$ cat src/verilog/io_signal_conditioning_defs.vh
// Constants for the discrete input and output conditioning block.
`ifndef IO_SIGNAL_CONDITIONING_DEFS_VH
`define IO_SIGNAL_CONDITIONING_DEFS_VH

// ****************************************
// Time base
// ****************************************
`define CLK_MHZ 200
`define TICK_TIME_US 100
`define TICK_CYCLES (`TICK_TIME_US * `CLK_MHZ)

// ****************************************
// Register byte offsets
// ****************************************
`define REG_IN_INVERT 8'h00
`define REG_IN_TOGGLE 8'h04
`define REG_IN_MAP 8'h08
`define REG_MANUAL 8'h0c
`define REG_STATUS 8'h10
`define REG_OUT_BASE 8'h40

// ****************************************
// Output configuration fields
// ****************************************
`define OC_SRC 3:0
`define OC_ALT 4
`define OC_ON_EN 5
`define OC_OFF_EN 6
`define OC_REV 7
`define OC_DUTY 11:8
`define OC_FULL 27:16
`define OD_ON 15:0
`define OD_OFF 31:16
`define MAN_ON 15:0
`define MAN_OFF 31:16

// ****************************************
// Duty choices and their periods in ticks
// ****************************************
`define DUTY_FULL 4'h0
`define DUTY_8_4 4'h1
`define DUTY_4_2 4'h2
`define DUTY_4_4 4'h3
`define DUTY_2_2 4'h4
`define DUTY_2_4 4'h5
`define DUTY_2_10 4'h6
`define DUTY_2_22 4'h7
`define DUTY_MANUAL 4'h8
`define T_2MS 16'h0014
`define T_4MS 16'h0028
`define T_8MS 16'h0050
`define T_10MS 16'h0064
`define T_22MS 16'h00dc

// ****************************************
// Reset values
// ****************************************
`define RST_WORD 32'h00000000

`endif
$ cat src/verilog/io_signal_conditioning.v
// Discrete input and output signal conditioning with an APB register file.
//
// Local design decisions: the register offsets and the APB slave port.
`timescale 1ns/1ps
`include "io_signal_conditioning_defs.vh"
// How it works
// RQ1 - Input logic stage inverts raw input optionally
// RQ2 - Input toggle flips on each rising edge
// RQ3 - Raw, logic, operation, then physical slot
// RQ4 - Each slot drives its chosen virtual input
// RQ5 - Each output picks one virtual output source
// RQ6 - Output toggle stage, on at first edge
// RQ7 - ON delay holds rise for count ticks
// RQ8 - OFF delay extends on for count ticks
// RQ9 - Disabled delay passes its input through
// RQ10 - Output logic stage optionally inverts delayed signal
// RQ11 - Full-on chopping passes signal unchanged
// RQ12 - Other chopping: full-wave time, then square wave
// RQ13 - Seven fixed duties, full-on and manual
// RQ14 - Toggle, ON, OFF, logic, chopping, then pin
// RQ15 - One 100 us tick counts all periods
// RQ16 - Reset clears every stage to off
module io_signal_conditioning #(
  parameter N_IN = 8,
  parameter N_OUT = 8,
  parameter TICK_CYCLES = `TICK_CYCLES
) (
  // Clock and reset.
  input wire pclk,
  input wire presetn,
  // APB slave.
  input wire psel,
  input wire penable,
  input wire pwrite,
  input wire [7:0] paddr,
  input wire [31:0] pwdata,
  output wire [31:0] prdata,
  output wire pready,
  output wire pslverr,
  // Raw input ports and virtual inputs towards machine control.
  input wire [N_IN-1:0] in_pin,
  output wire [15:0] vin,
  // Virtual outputs from machine control and output port pins.
  input wire [15:0] vout,
  output wire [N_OUT-1:0] out_pin
);

  // ****************************************
  // Chopping states
  // ****************************************
  localparam CH_IDLE = 2'b00;
  localparam CH_FULL = 2'b01;
  localparam CH_ON = 2'b10;
  localparam CH_OFF = 2'b11;
  // The tick counter is 15 bits wide, so a tick may last at most 32768 cycles.
  localparam [31:0] TICK_FULL = TICK_CYCLES - 1;
  localparam [14:0] TICK_LAST = TICK_FULL[14:0];

  // ****************************************
  // Time base
  // ****************************************
  reg [14:0] tick_cnt_reg; // Cycles into the current tick.
  reg tick_reg; // One-cycle pulse every 100 us.

  // A single shared tick keeps all outputs in step; each period is accurate to one tick.
  always @(posedge pclk or negedge presetn) begin
    if (!presetn) begin
      tick_cnt_reg <= 15'h0000;
      tick_reg <= 1'b0;
    end else if (tick_cnt_reg == TICK_LAST) begin
      tick_cnt_reg <= 15'h0000; // RQ15
      tick_reg <= 1'b1;
    end else begin
      tick_cnt_reg <= tick_cnt_reg + 15'h0001;
      tick_reg <= 1'b0;
    end
  end

  // ****************************************
  // Register file
  // ****************************************
  reg [31:0] in_inv_reg; // Per-input reverse setting.
  reg [31:0] in_tog_reg; // Per-input alternate setting.
  reg [31:0] in_map_reg; // Four-bit virtual index per slot.
  reg [31:0] manual_reg; // Manual duty on and off ticks.
  reg [31:0] ocfg_reg [0:N_OUT-1]; // Output stage configuration.
  reg [31:0] odly_reg [0:N_OUT-1]; // Output ON and OFF delay counts.
  reg [31:0] prdata_reg; // Read data captured in the setup cycle.
  wire [N_IN-1:0] slot; // Physical input slots, one flip-flop per channel.
  reg [15:0] vin_reg; // Virtual inputs.
  wire [N_OUT-1:0] pin; // Output pins, one flip-flop per channel.
  wire out_hit; // Address falls in the output window.
  wire [2:0] out_idx; // Output selected by the address.
  wire mapped; // Address is a known register.
  wire wr_en; // Write takes effect in this access cycle.
  integer i;

  assign out_hit = (paddr[7:6] == 2'b01) && ({2'b00, paddr[5:3]} < N_OUT);
  assign out_idx = paddr[5:3];
  assign mapped = out_hit || (paddr == `REG_IN_INVERT) || (paddr == `REG_IN_TOGGLE) ||
                  (paddr == `REG_IN_MAP) || (paddr == `REG_MANUAL) || (paddr == `REG_STATUS);
  assign wr_en = psel && penable && pwrite && mapped;
  // The slave never stalls; an unmapped address answers with an error.
  assign pready = 1'b1;
  assign pslverr = psel && penable && !mapped;
  assign prdata = prdata_reg;

  // Writes land at the access edge; unmapped writes are dropped.
  always @(posedge pclk or negedge presetn) begin
    if (!presetn) begin
      in_inv_reg <= `RST_WORD;
      in_tog_reg <= `RST_WORD;
      in_map_reg <= `RST_WORD;
      manual_reg <= `RST_WORD;
      for (i = 0; i < N_OUT; i = i + 1) begin
        ocfg_reg[i] <= `RST_WORD;
        odly_reg[i] <= `RST_WORD;
      end
    end else if (wr_en) begin
      if (out_hit) begin
        if (paddr[2]) begin
          odly_reg[out_idx] <= pwdata;
        end else begin
          ocfg_reg[out_idx] <= pwdata;
        end
      end else if (paddr == `REG_IN_INVERT) begin
        in_inv_reg <= pwdata;
      end else if (paddr == `REG_IN_TOGGLE) begin
        in_tog_reg <= pwdata;
      end else if (paddr == `REG_IN_MAP) begin
        in_map_reg <= pwdata;
      end else if (paddr == `REG_MANUAL) begin
        manual_reg <= pwdata;
      end
    end
  end

  // Read data is captured in the setup cycle so it comes from a flip-flop in the access cycle.
  always @(posedge pclk or negedge presetn) begin
    if (!presetn) begin
      prdata_reg <= `RST_WORD;
    end else if (psel && !penable) begin
      if (out_hit) begin
        prdata_reg <= paddr[2] ? odly_reg[out_idx] : ocfg_reg[out_idx];
      end else if (paddr == `REG_IN_INVERT) begin
        prdata_reg <= in_inv_reg;
      end else if (paddr == `REG_IN_TOGGLE) begin
        prdata_reg <= in_tog_reg;
      end else if (paddr == `REG_IN_MAP) begin
        prdata_reg <= in_map_reg;
      end else if (paddr == `REG_MANUAL) begin
        prdata_reg <= manual_reg;
      end else if (paddr == `REG_STATUS) begin
        prdata_reg <= {16'h0000, 8'h00 | pin, 8'h00 | slot};
      end else begin
        prdata_reg <= `RST_WORD;
      end
    end
  end

  // ****************************************
  // Input control section
  // ****************************************
  genvar g;
  generate
    for (g = 0; g < N_IN; g = g + 1) begin : in_ch
      wire logic_b; // After the logic stage.
      reg prev_reg; // Logic stage one cycle ago.
      reg alt_reg; // Alternate state.
      reg slot_reg; // Physical slot of this channel.
      assign slot[g] = slot_reg;
      assign logic_b = in_pin[g] ^ in_inv_reg[g]; // RQ1
      // Toggle and slot update; both start off after reset.
      always @(posedge pclk or negedge presetn) begin
        if (!presetn) begin
          prev_reg <= 1'b0; // RQ16
          alt_reg <= 1'b0;
          slot_reg <= 1'b0;
        end else begin
          prev_reg <= logic_b;
          if (!in_tog_reg[g]) begin
            // Normal operation parks the toggle off, so the first edge after enabling turns on.
            alt_reg <= 1'b0;
          end else if (logic_b && !prev_reg) begin
            alt_reg <= !alt_reg; // RQ2
          end
          slot_reg <= in_tog_reg[g] ? alt_reg : logic_b; // RQ3
        end
      end
    end
  endgenerate

  // Several slots may name one virtual input; they are OR-ed together.
  reg [15:0] vin_next;
  integer j;
  always @* begin
    vin_next = 16'h0000;
    for (j = 0; j < N_IN; j = j + 1) begin
      vin_next[in_map_reg[4*j +: 4]] = vin_next[in_map_reg[4*j +: 4]] | slot[j]; // RQ4
    end
  end

  // Virtual inputs are registered so machine control sees a glitch-free word.
  always @(posedge pclk or negedge presetn) begin
    if (!presetn) begin
      vin_reg <= 16'h0000;
    end else begin
      vin_reg <= vin_next;
    end
  end
  assign vin = vin_reg;

  // ****************************************
  // Output control section
  // ****************************************
  // Duty period lookup; manual entry comes from the manual register.
  function [15:0] duty_len;
    input [3:0] sel;
    input off_half;
    input [31:0] man;
    begin
      case (sel)
        `DUTY_8_4: duty_len = off_half ? `T_4MS : `T_8MS; // RQ13
        `DUTY_4_2: duty_len = off_half ? `T_2MS : `T_4MS;
        `DUTY_4_4: duty_len = `T_4MS;
        `DUTY_2_2: duty_len = `T_2MS;
        `DUTY_2_4: duty_len = off_half ? `T_4MS : `T_2MS;
        `DUTY_2_10: duty_len = off_half ? `T_10MS : `T_2MS;
        `DUTY_2_22: duty_len = off_half ? `T_22MS : `T_2MS;
        default: duty_len = off_half ? man[`MAN_OFF] : man[`MAN_ON];
      endcase
    end
  endfunction

  generate
    for (g = 0; g < N_OUT; g = g + 1) begin : out_ch
      wire [31:0] cfg = ocfg_reg[g];
      wire [31:0] dly = odly_reg[g];
      wire src = vout[cfg[`OC_SRC]]; // RQ5
      wire sa; // Toggle stage output.
      wire sb; // ON delay output.
      wire sc; // OFF delay output.
      wire sd; // Logic stage output.
      wire se; // Chopping output.
      wire full_on = (cfg[`OC_DUTY] == `DUTY_FULL);
      reg src_prev_reg, alt_reg, on_reg, off_reg; // Edge memory, toggle and delay states.
      reg pin_reg; // Pin flip-flop of this channel.
      assign pin[g] = pin_reg;
      reg [15:0] on_cnt_reg, off_cnt_reg, ch_cnt_reg;
      reg [1:0] ch_state_reg;
      wire [15:0] ch_lim = (ch_state_reg == CH_FULL) ? {4'h0, cfg[`OC_FULL]} :
                           duty_len(cfg[`OC_DUTY], ch_state_reg == CH_OFF, manual_reg);

      assign sa = cfg[`OC_ALT] ? alt_reg : src; // RQ6
      assign sb = cfg[`OC_ON_EN] ? on_reg : sa; // RQ9
      assign sc = cfg[`OC_OFF_EN] ? (sb | off_reg) : sb; // RQ9
      assign sd = sc ^ cfg[`OC_REV]; // RQ10
      assign se = full_on ? sd : (ch_state_reg != CH_IDLE) && (ch_state_reg != CH_OFF); // RQ11

      // Toggle, delays and pin.  A changed count applies at once, also to a delay that is already counting.
      always @(posedge pclk or negedge presetn) begin
        if (!presetn) begin
          src_prev_reg <= 1'b0; // RQ16
          alt_reg <= 1'b0;
          on_reg <= 1'b0;
          off_reg <= 1'b0;
          on_cnt_reg <= 16'h0000;
          off_cnt_reg <= 16'h0000;
          pin_reg <= 1'b0;
        end else begin
          src_prev_reg <= src;
          if (!cfg[`OC_ALT]) begin
            alt_reg <= 1'b0; // Parked off so alternate always starts with on.
          end else if (src && !src_prev_reg) begin
            alt_reg <= !alt_reg; // RQ6
          end
          if (!sa) begin
            on_reg <= 1'b0;
            on_cnt_reg <= 16'h0000;
          end else if (!on_reg && on_cnt_reg >= dly[`OD_ON]) begin
            on_reg <= 1'b1; // RQ7
          end else if (!on_reg && tick_reg) begin
            on_cnt_reg <= on_cnt_reg + 16'h0001; // RQ15
          end
          if (sb) begin
            off_reg <= 1'b1;
            off_cnt_reg <= 16'h0000;
          end else if (off_reg && off_cnt_reg >= dly[`OD_OFF]) begin
            off_reg <= 1'b0; // RQ8
          end else if (off_reg && tick_reg) begin
            off_cnt_reg <= off_cnt_reg + 16'h0001;
          end
          pin_reg <= se; // RQ14
        end
      end

      // Chopping: full-wave hold after each rise of the logic stage, then on and off phases.
      always @(posedge pclk or negedge presetn) begin
        if (!presetn) begin
          ch_state_reg <= CH_IDLE; // RQ16
          ch_cnt_reg <= 16'h0000;
        end else begin
          if (!sd || full_on) begin
            ch_state_reg <= CH_IDLE;
            ch_cnt_reg <= 16'h0000;
          end else begin
            case (ch_state_reg)
              CH_IDLE: begin
                ch_state_reg <= CH_FULL; // RQ12
                ch_cnt_reg <= 16'h0000;
              end
              default: begin
                if (ch_cnt_reg >= ch_lim) begin
                  ch_state_reg <= (ch_state_reg == CH_ON) ? CH_OFF : CH_ON; // RQ12
                  ch_cnt_reg <= 16'h0000;
                end else if (tick_reg) begin
                  ch_cnt_reg <= ch_cnt_reg + 16'h0001;
                end
              end
            endcase
          end
        end
      end
    end
  endgenerate

  assign out_pin = pin;

endmodule

$ cat config.mk
export PLATFORM = sky130hd
export DESIGN_NAME = io_signal_conditioning
export DESIGN_NICKNAME = d
export VERILOG_FILES = /design/src/verilog/io_signal_conditioning.v
export VERILOG_INCLUDE_DIRS = /design/src /design/src/verilog
export SDC_FILE = /design/constraint.sdc
export NUM_CORES = 2
export LEC_CHECK = 0
export ABC_AREA = 0
export BUFFER_PORTS_ARGS = -buffer_cell sky130_fd_sc_hd__buf_2
export CAP_MARGIN = 30
export CORE_ASPECT_RATIO = 1.2
export CORE_MARGIN = 2
export CORE_UTILIZATION = 30
export DETAILED_ROUTE_END_ITERATION = 12
export GPL_TIMING_DRIVEN = 0
export PLACE_DENSITY = 0.43
export SYNTH_ARGS = -nofsm -noshare
export SYNTH_HDL_FRONTEND = slang
export SYNTH_SLANG_ARGS = --single-unit
$ cat constraint.sdc
create_clock -name pclk -period 4 [get_ports pclk]
set_clock_uncertainty 0.1 [all_clocks]
set_input_delay 0.8 -clock pclk [delete_from_list [all_inputs] [get_ports pclk]]
set_output_delay 0.8 -clock pclk [all_outputs]
set_load 0.01 [all_outputs]
## Word level (Yosys, flattened, before mapping)

Memories as Yosys holds them, arrays and structs flattened.
Index checks and enable logic that the tools add are counted.

| word-level totals | value |
|---|---|
| output and inout port bits | 58 |
| memory bits (writable) | 0 |
| bits in latches | 0 |
| bits of input ports | 69 |
| memories kept | 1 |
| memory bits (read-only) | 16 |
| flip-flop bits (word level) | 1168 |
| logic and storage cells | 942 |

Memories:

| memory | words | width | rd ports | clocked after memory_dff | write ports | line | source |
|---|---|---|---|---|---|---|---|
| (name not given) | 16 | 1 | 1 | 0 | 0 | io_signal_conditioning.v:199 | `vin_next[in_map_reg[4*j +: 4]] = vin_next[in_map_reg[4*j +: 4]] \| slot[j];` |

| cells by class | value |
|---|---|
| $add $sub $neg | 25 |
| magnitude comparators | 50 |
| $mul | 0 |
| divide/modulo/power cells | 0 |
| reduce and logical (&&, ||, !) cells | 212 |
| equality and inequality tests | 142 |
| bitwise gates (word level) | 39 |
| muxes and demuxes | 353 |
| shifts and indexed selects | 0 |

Operators with widths:

| cell | count |
|---|---|
| $mux W16 | 97 |
| $pmux W16 S7 | 8 |
| $bwmux W256 | 2 |
| $add A16 B1 Y16 const B | 24 |
| $ge A16 B16 Y1 | 24 |
| $mux W32 | 11 |
| $bmux W32 S3 | 2 |
| $mux W1 | 137 |
| $eq A4 B3 Y1 const B | 32 |
| $bwmux W16 | 7 |
| $mux W7 | 16 |
| $demux W32 S3 | 1 |
| $mux W6 | 16 |
| $lt A4 B5 Y1 const B | 16 |
| $logic_and A1 B1 Y1 | 70 |
| $eq A4 B2 Y1 const B | 16 |
| $mux W8 | 8 |
| $ne A2 B1 Y1 const B | 32 |
| $bmux W1 S4 | 15 |
| $logic_not A1 Y1 | 50 |
| $mux W2 | 24 |
| $ne A2 B2 Y1 const B | 24 |
| $reduce_bool A2 Y1 | 24 |
| $demux W1 S4 | 8 |
| other kinds (28) | 157 |

## Longest topological paths before layout

| depth | value |
|---|---|
| word-level depth | 33 |
| gate-level depth with buffers | 22 |
| gate-level depth less buffers | 20 |

## Least setup slack after synthesis

Ideal clock, no wire load.

| timing path | value |
|---|---|
| path type | input-to-reg |
| start point | input port vout[15] |
| end point | register out_ch[2].ch_cnt_reg[10] |
| setup slack | -171 ps |
| path buffers | 1 |
| cell stages on the path | 12 |
| data required time | 3829 ps |
| setup time | 71 ps |
| arrival time | 3999 ps |
| path through | mux4_2 > mux4_2 > mux2i_1 > inv_1 > mux2_2 > a21oi_1 > xnor2_1 > nand2b_1 > a2111oi_0 > nand2_1 > buf_2 > nor2_1 |

| between the ends | value |
|---|---|
| cells in the longest elaborated chain, start to end | 10 |
| elaborated cells between the ends (all ways) | 11 |
| classes of those cells | 6 x mux; 2 x bitwise; 3 x reduce/logical |

Ends and longest elaborated chain:

| item | line | source |
|---|---|---|
| from (decl) | io_signal_conditioning.v:44 | `input wire [15:0] vout,` |
| $bmux W1 S4 (*) | io_signal_conditioning.v:239 | `` wire src = vout[cfg[`OC_SRC]]; `` |
| $mux W1 (*) | io_signal_conditioning.v:239 |  |
| via out_ch[2].src | io_signal_conditioning.v:239 |  |
| $mux W1 (*) | io_signal_conditioning.v:254 | `` assign sa = cfg[`OC_ALT] ? alt_reg : src; `` |
| $mux W1 (*) | io_signal_conditioning.v:255 | `` assign sb = cfg[`OC_ON_EN] ? on_reg : sa; `` |
| $or A1 B1 Y1 | io_signal_conditioning.v:256 | `` assign sc = cfg[`OC_OFF_EN] ? (sb \| off_reg) : sb; `` |
| $mux W1 (*) | io_signal_conditioning.v:256 |  |
| $xor A1 B1 Y1 (*) | io_signal_conditioning.v:257 | `` assign sd = sc ^ cfg[`OC_REV]; `` |
| $logic_not A1 Y1 (*) | io_signal_conditioning.v:303 | `if (!sd \|\| full_on) begin` |
| $logic_or A1 B1 Y1 (*) | io_signal_conditioning.v:303 |  |
| $reduce_bool A4 Y1 (no source line) / $mux W16 (equally long branches) | - |  |
| to (signal assigned) | io_signal_conditioning.v:317 | `ch_cnt_reg <= ch_cnt_reg + 16'h0001;` |
| to (decl) | io_signal_conditioning.v:249 | `reg [15:0] on_cnt_reg, off_cnt_reg, ch_cnt_reg;` |

The timed path passes the listed nets; every way through them passes the cells marked *. The select of a mux whose other input is x is not followed.
A chain may end at the register's enable or synchronous reset.

## Worst setup path after layout

| timing path | value |
|---|---|
| start point | register in_map_reg[11] |
| end point | register vin_reg[14], in the netlist vin[14] |

| between the ends | value |
|---|---|
| cells in the longest elaborated chain, start to end | 25 |
| elaborated cells between the ends (all ways) | 29 |
| classes of those cells | 2 x order compare; 20 x mux; 6 x bitwise; 1 x reduce/logical |

Ends and longest elaborated chain:

| item | line | source |
|---|---|---|
| from (decl) | io_signal_conditioning.v:84 | `reg [31:0] in_map_reg;` |
| from (signal assigned) | io_signal_conditioning.v:113 | `` in_map_reg <= `RST_WORD; `` |
| from (signal assigned) | io_signal_conditioning.v:131 | `in_map_reg <= pwdata;` |
| $lt A4 B5 Y1 (not written as such) / $ge A4 B1 Y1 (equally long branches) | io_signal_conditioning.v:199 |  |
| $logic_and A1 B1 Y1 (not written as such) | io_signal_conditioning.v:199 |  |
| $mux W1 (not written as such) | io_signal_conditioning.v:199 |  |
| $demux W1 S4 | io_signal_conditioning.v:199 |  |
| $bwmux W16 (*) | io_signal_conditioning.v:199 |  |
| $bmux W1 S4 | io_signal_conditioning.v:199 |  |
| $mux W1 (not written as such) | io_signal_conditioning.v:199 |  |
| $or A1 B1 Y1 | io_signal_conditioning.v:199 |  |
| (+10 left out) | - |  |
| $mux W1 (not written as such) | io_signal_conditioning.v:199 |  |
| $or A1 B1 Y1 | io_signal_conditioning.v:199 |  |
| $bwmux W16 (*) | io_signal_conditioning.v:199 |  |
| $bmux W1 S4 | io_signal_conditioning.v:199 |  |
| $mux W1 (not written as such) | io_signal_conditioning.v:199 |  |
| $or A1 B1 Y1 | io_signal_conditioning.v:199 |  |
| $bwmux W16 (*) | io_signal_conditioning.v:199 |  |
| via vin_next[14] | io_signal_conditioning.v:194 | `reg [15:0] vin_next;` |
| to (signal assigned) | io_signal_conditioning.v:208 | `vin_reg <= vin_next;` |
| to (decl) | io_signal_conditioning.v:90 | `reg [15:0] vin_reg;` |

Marks and branches as above.

==> out/qor.txt <==
run status: complete, no violations
post-DP HPWL: 235,000 um
flops & latches, synth: 1,168
Routed Antenna Nets: 0
total CTS buffers: 139
worst skew pair latency: 0.83 ns
post-route setup TNS: 0 ns
Fmax achieved: 250 MHz
port bufs: 93
grt ovf: 0
worst min path class: in -> reg
share of the synthesized area in the top cell type: 42.5%
slew margin rel.: 24.8%
area grow syn2layout: 19.1%
wirelength, routed: 299,000 um
GRT Util Overall: 25.3%
Clock Tree Buf Depth: 3
core box area: 228,000 um2
fill cell count: 22,800
Finished Layout Cells: 10,300
# setup viols final: 0
area taken by multi-input logic gates: 37,500 um2
Period minus WS final: 3.99 ns
Post-synth ARST share: 100%
crit-path leading delay family: compound AO/OA/AOI/OAI gates
post-synthesis sequential area ratio: 42.5%
via count: 56,800
Gate Count Post-Synth: 6,693
ratio of cells with drive above 1 in the final layout: 22.5%
crit path kind: reg -> reg
most frequent CP cell: nand3_4
Data required, critical path: 4.57 ns
global-route wire length before repair: 423,000 um
crit end category: register
ranking of synthesized cells by area: dfrtp_1, mux2_2, ha_1, nor2_1, a22oi_1
CTS H-tree lvls: 4
Initial Util: 30.2%
cell area after placement: 75,300 um2
1st-iter DRT viols: 4,730
number of remaining DRC errors: 0
slowest CP cell: mux4_2
Die X: 441 um
Critical Path Max Stage Delay: 0.48 ns
sequential cell area: 29,300 um2
CP max FO: 10
CP Buf/Inv Count: 3
predominant post-synthesis flop cell: dfrtp_1
DR pass1 iterations: 8
root buf cell: clkbuf_16
Post-synth EDFFs: 0
post-synth cell types: 91
row count: 192
Routed wire per std cell: 29.2 um
fin. max-slew vios: 0
P_leak: 0.0359 uW
CTS Sinks: 1,168
worst path arrival time: 4.56 ns
Synth Area per Inst: 10.3 um2
critical-path cell list: clkbuf_2, nor4bb_4, a22oi_1, nor3_2, a2111oi_4, buf_4, nand3_4, o211a_4, nor3b_4, buf_12, o21ai_2, mux4_2, nand2_2, nand3_4, a221oi_2, o221ai_1
synthesized cell area: 68,800 um2
cell type with the largest total area after synthesis: dfrtp_1
maximum VDD drop: 0.337 mV
syn nets: 7,203
worst slack at placement: -1.96 ns
Layout Utilization: 36.0%
final worst-path setup slack: 0.00750 ns
height of the die: 529 um
Final Hold Vio Count: 0
DR vias/cell: 5.54
CTS tree: built
flop2flop setup slack: 0.008 ns
Design Area, Final: 82,000 um2
Syn. warnings: 0
IO Pins: 127
number of global-route vias before repair: 55,800
placed instance count: 9,925
Die Area: 233,000 um2
Max Cap Violations: 0
initial antenna violation count: 22
RSZ-0062 raised after global routing: true
Worst-Margin Slew: 1.13 ns
GPL Wtd Cong: 0.965
largest net degree at the start of global routing: 153
nets: 7,625
period utilization: 99.8%
Cell Pwr Density: 391 nW/um2
CP startpoint kind: register
CTS clk-pin slew, worst paths: 0.06 ns
final cells by class:
class | instances | area share (%)
multi-input combinational | 4713 | 45.7
sequential | 1168 | 35.7
clock buffer | 210 | 5.07
tap | 3007 | 4.59
timing repair buffer | 323 | 4.26
buffer | 388 | 2.14
inverter | 382 | 1.75
clock inverter | 44 | 0.706
antenna | 24 | 0.0732
layout by cell type, fill, tap and decap left out, types with 172 or more instances in the layout:
| master | instances |
|---|---|
| dfrtp_1 | 1141 |
| mux2_2 | 736 |
| nor2_1 | 533 |
| ha_1 | 428 |
| inv_1 | 377 |
| nand2_1 | 322 |
| clkbuf_1 | 268 |
| a22oi_1 | 242 |
| a21o_1 | 215 |
| xnor2_1 | 181 |
| nand3_1 | 174 |
| a21oi_1 | 172 |
worst register-to-register path, stage by stage (launching register included):
cell and delay, ns:
dfrtp_1 0.43, clkbuf_2 0.38, nor4bb_4 0.11, a22oi_1 0.24, nor3_2 0.10, a2111oi_4 0.31, buf_4 0.21, nand3_4 0.13
o211a_4 0.32, nor3b_4 0.21, buf_12 0.15, o21ai_2 0.07, mux4_2 0.48, nand2_2 0.10, nand3_4 0.09, a221oi_2 0.25
o221ai_1 0.17
synthesized netlist by cell type (127+ instances only):
cell and count:
a22oi_1 247, clkbuf_1 333, dfrtp_1 1168, nand4_1 127
nor2_1 549, nand2_1 328, xnor2_1 188, mux2_2 742
inv_1 382, a21oi_1 188, xor2_1 132, ha_1 441
nand3_1 177, o21ai_0 168, a21o_1 215
power by group:
part           switching (uW)  total, uW  internal, uW
Combinational            3500       5730          2230
Clock                    5630      13400          7810
Sequential                637      12900         12300
metal layers:
layer | share of wire [%] | GRT usage [%]
met1 | 40 | 31.3
met2 | 48 | 42.0
met4 | 6.5 | 14.2
met5 | 0.062 | 0
met3 | 5.5 | 3.81
logic make-up (layout without fill, tap and decap cells):
family	count (synthesis)	count (layout)	synth area share (%)
fa+ha+maj	441	441	8.02
mux	871	871	14.8
flops	1168	1168	42.5
buf+inv	812	1347	4.50
compound gates	1312	1312	13.4
simple gates	1768	1768	12.7
xor+xnor	320	320	4.07
other cells	1	25	0.00545
repair_timing:
action                     4_1_cts  5_1_grt
hold buffers                     1        0
buffers inserted                35       58
resized for setup              195      191
gates cloned                     0        0
setup endpoints to repair      251      209
pin swaps                       28       61
hold endpoints to repair        94        0
path summary, 6_finish.rpt:
| check | from | end | depth (start not counted) |
|---|---|---|---|
| min reg2reg | tick_cnt_reg[4] | tick_cnt_reg[4] | 1 |
| max in group asynchronous | presetn | out_ch[4].cfg[0] | 5 |
| max reg2reg | in_map_reg[11] | vin[14] | 16 |
| min in group asynchronous | presetn | tick_cnt_reg[14] | 2 |
| max | in_map_reg[11] | vin[14] | 16 |
| min | in_pin[1] | in_ch[1].prev_reg | 2 |
metrics by stage:
| stage | power [uW] | hold slack (ns) |
|---|---|---|
| finish | 32100 | 0.0986 |
| global route | 33300 | 0.0769 |
| CTS | 32100 | 0.0478 |
| detailed placement | 18200 | 0.361 |
| global placement | 18000 | 0.355 |
| floorplan | 15800 | 0.346 |
No activity file was read; power rests on OpenSTA's default activity.
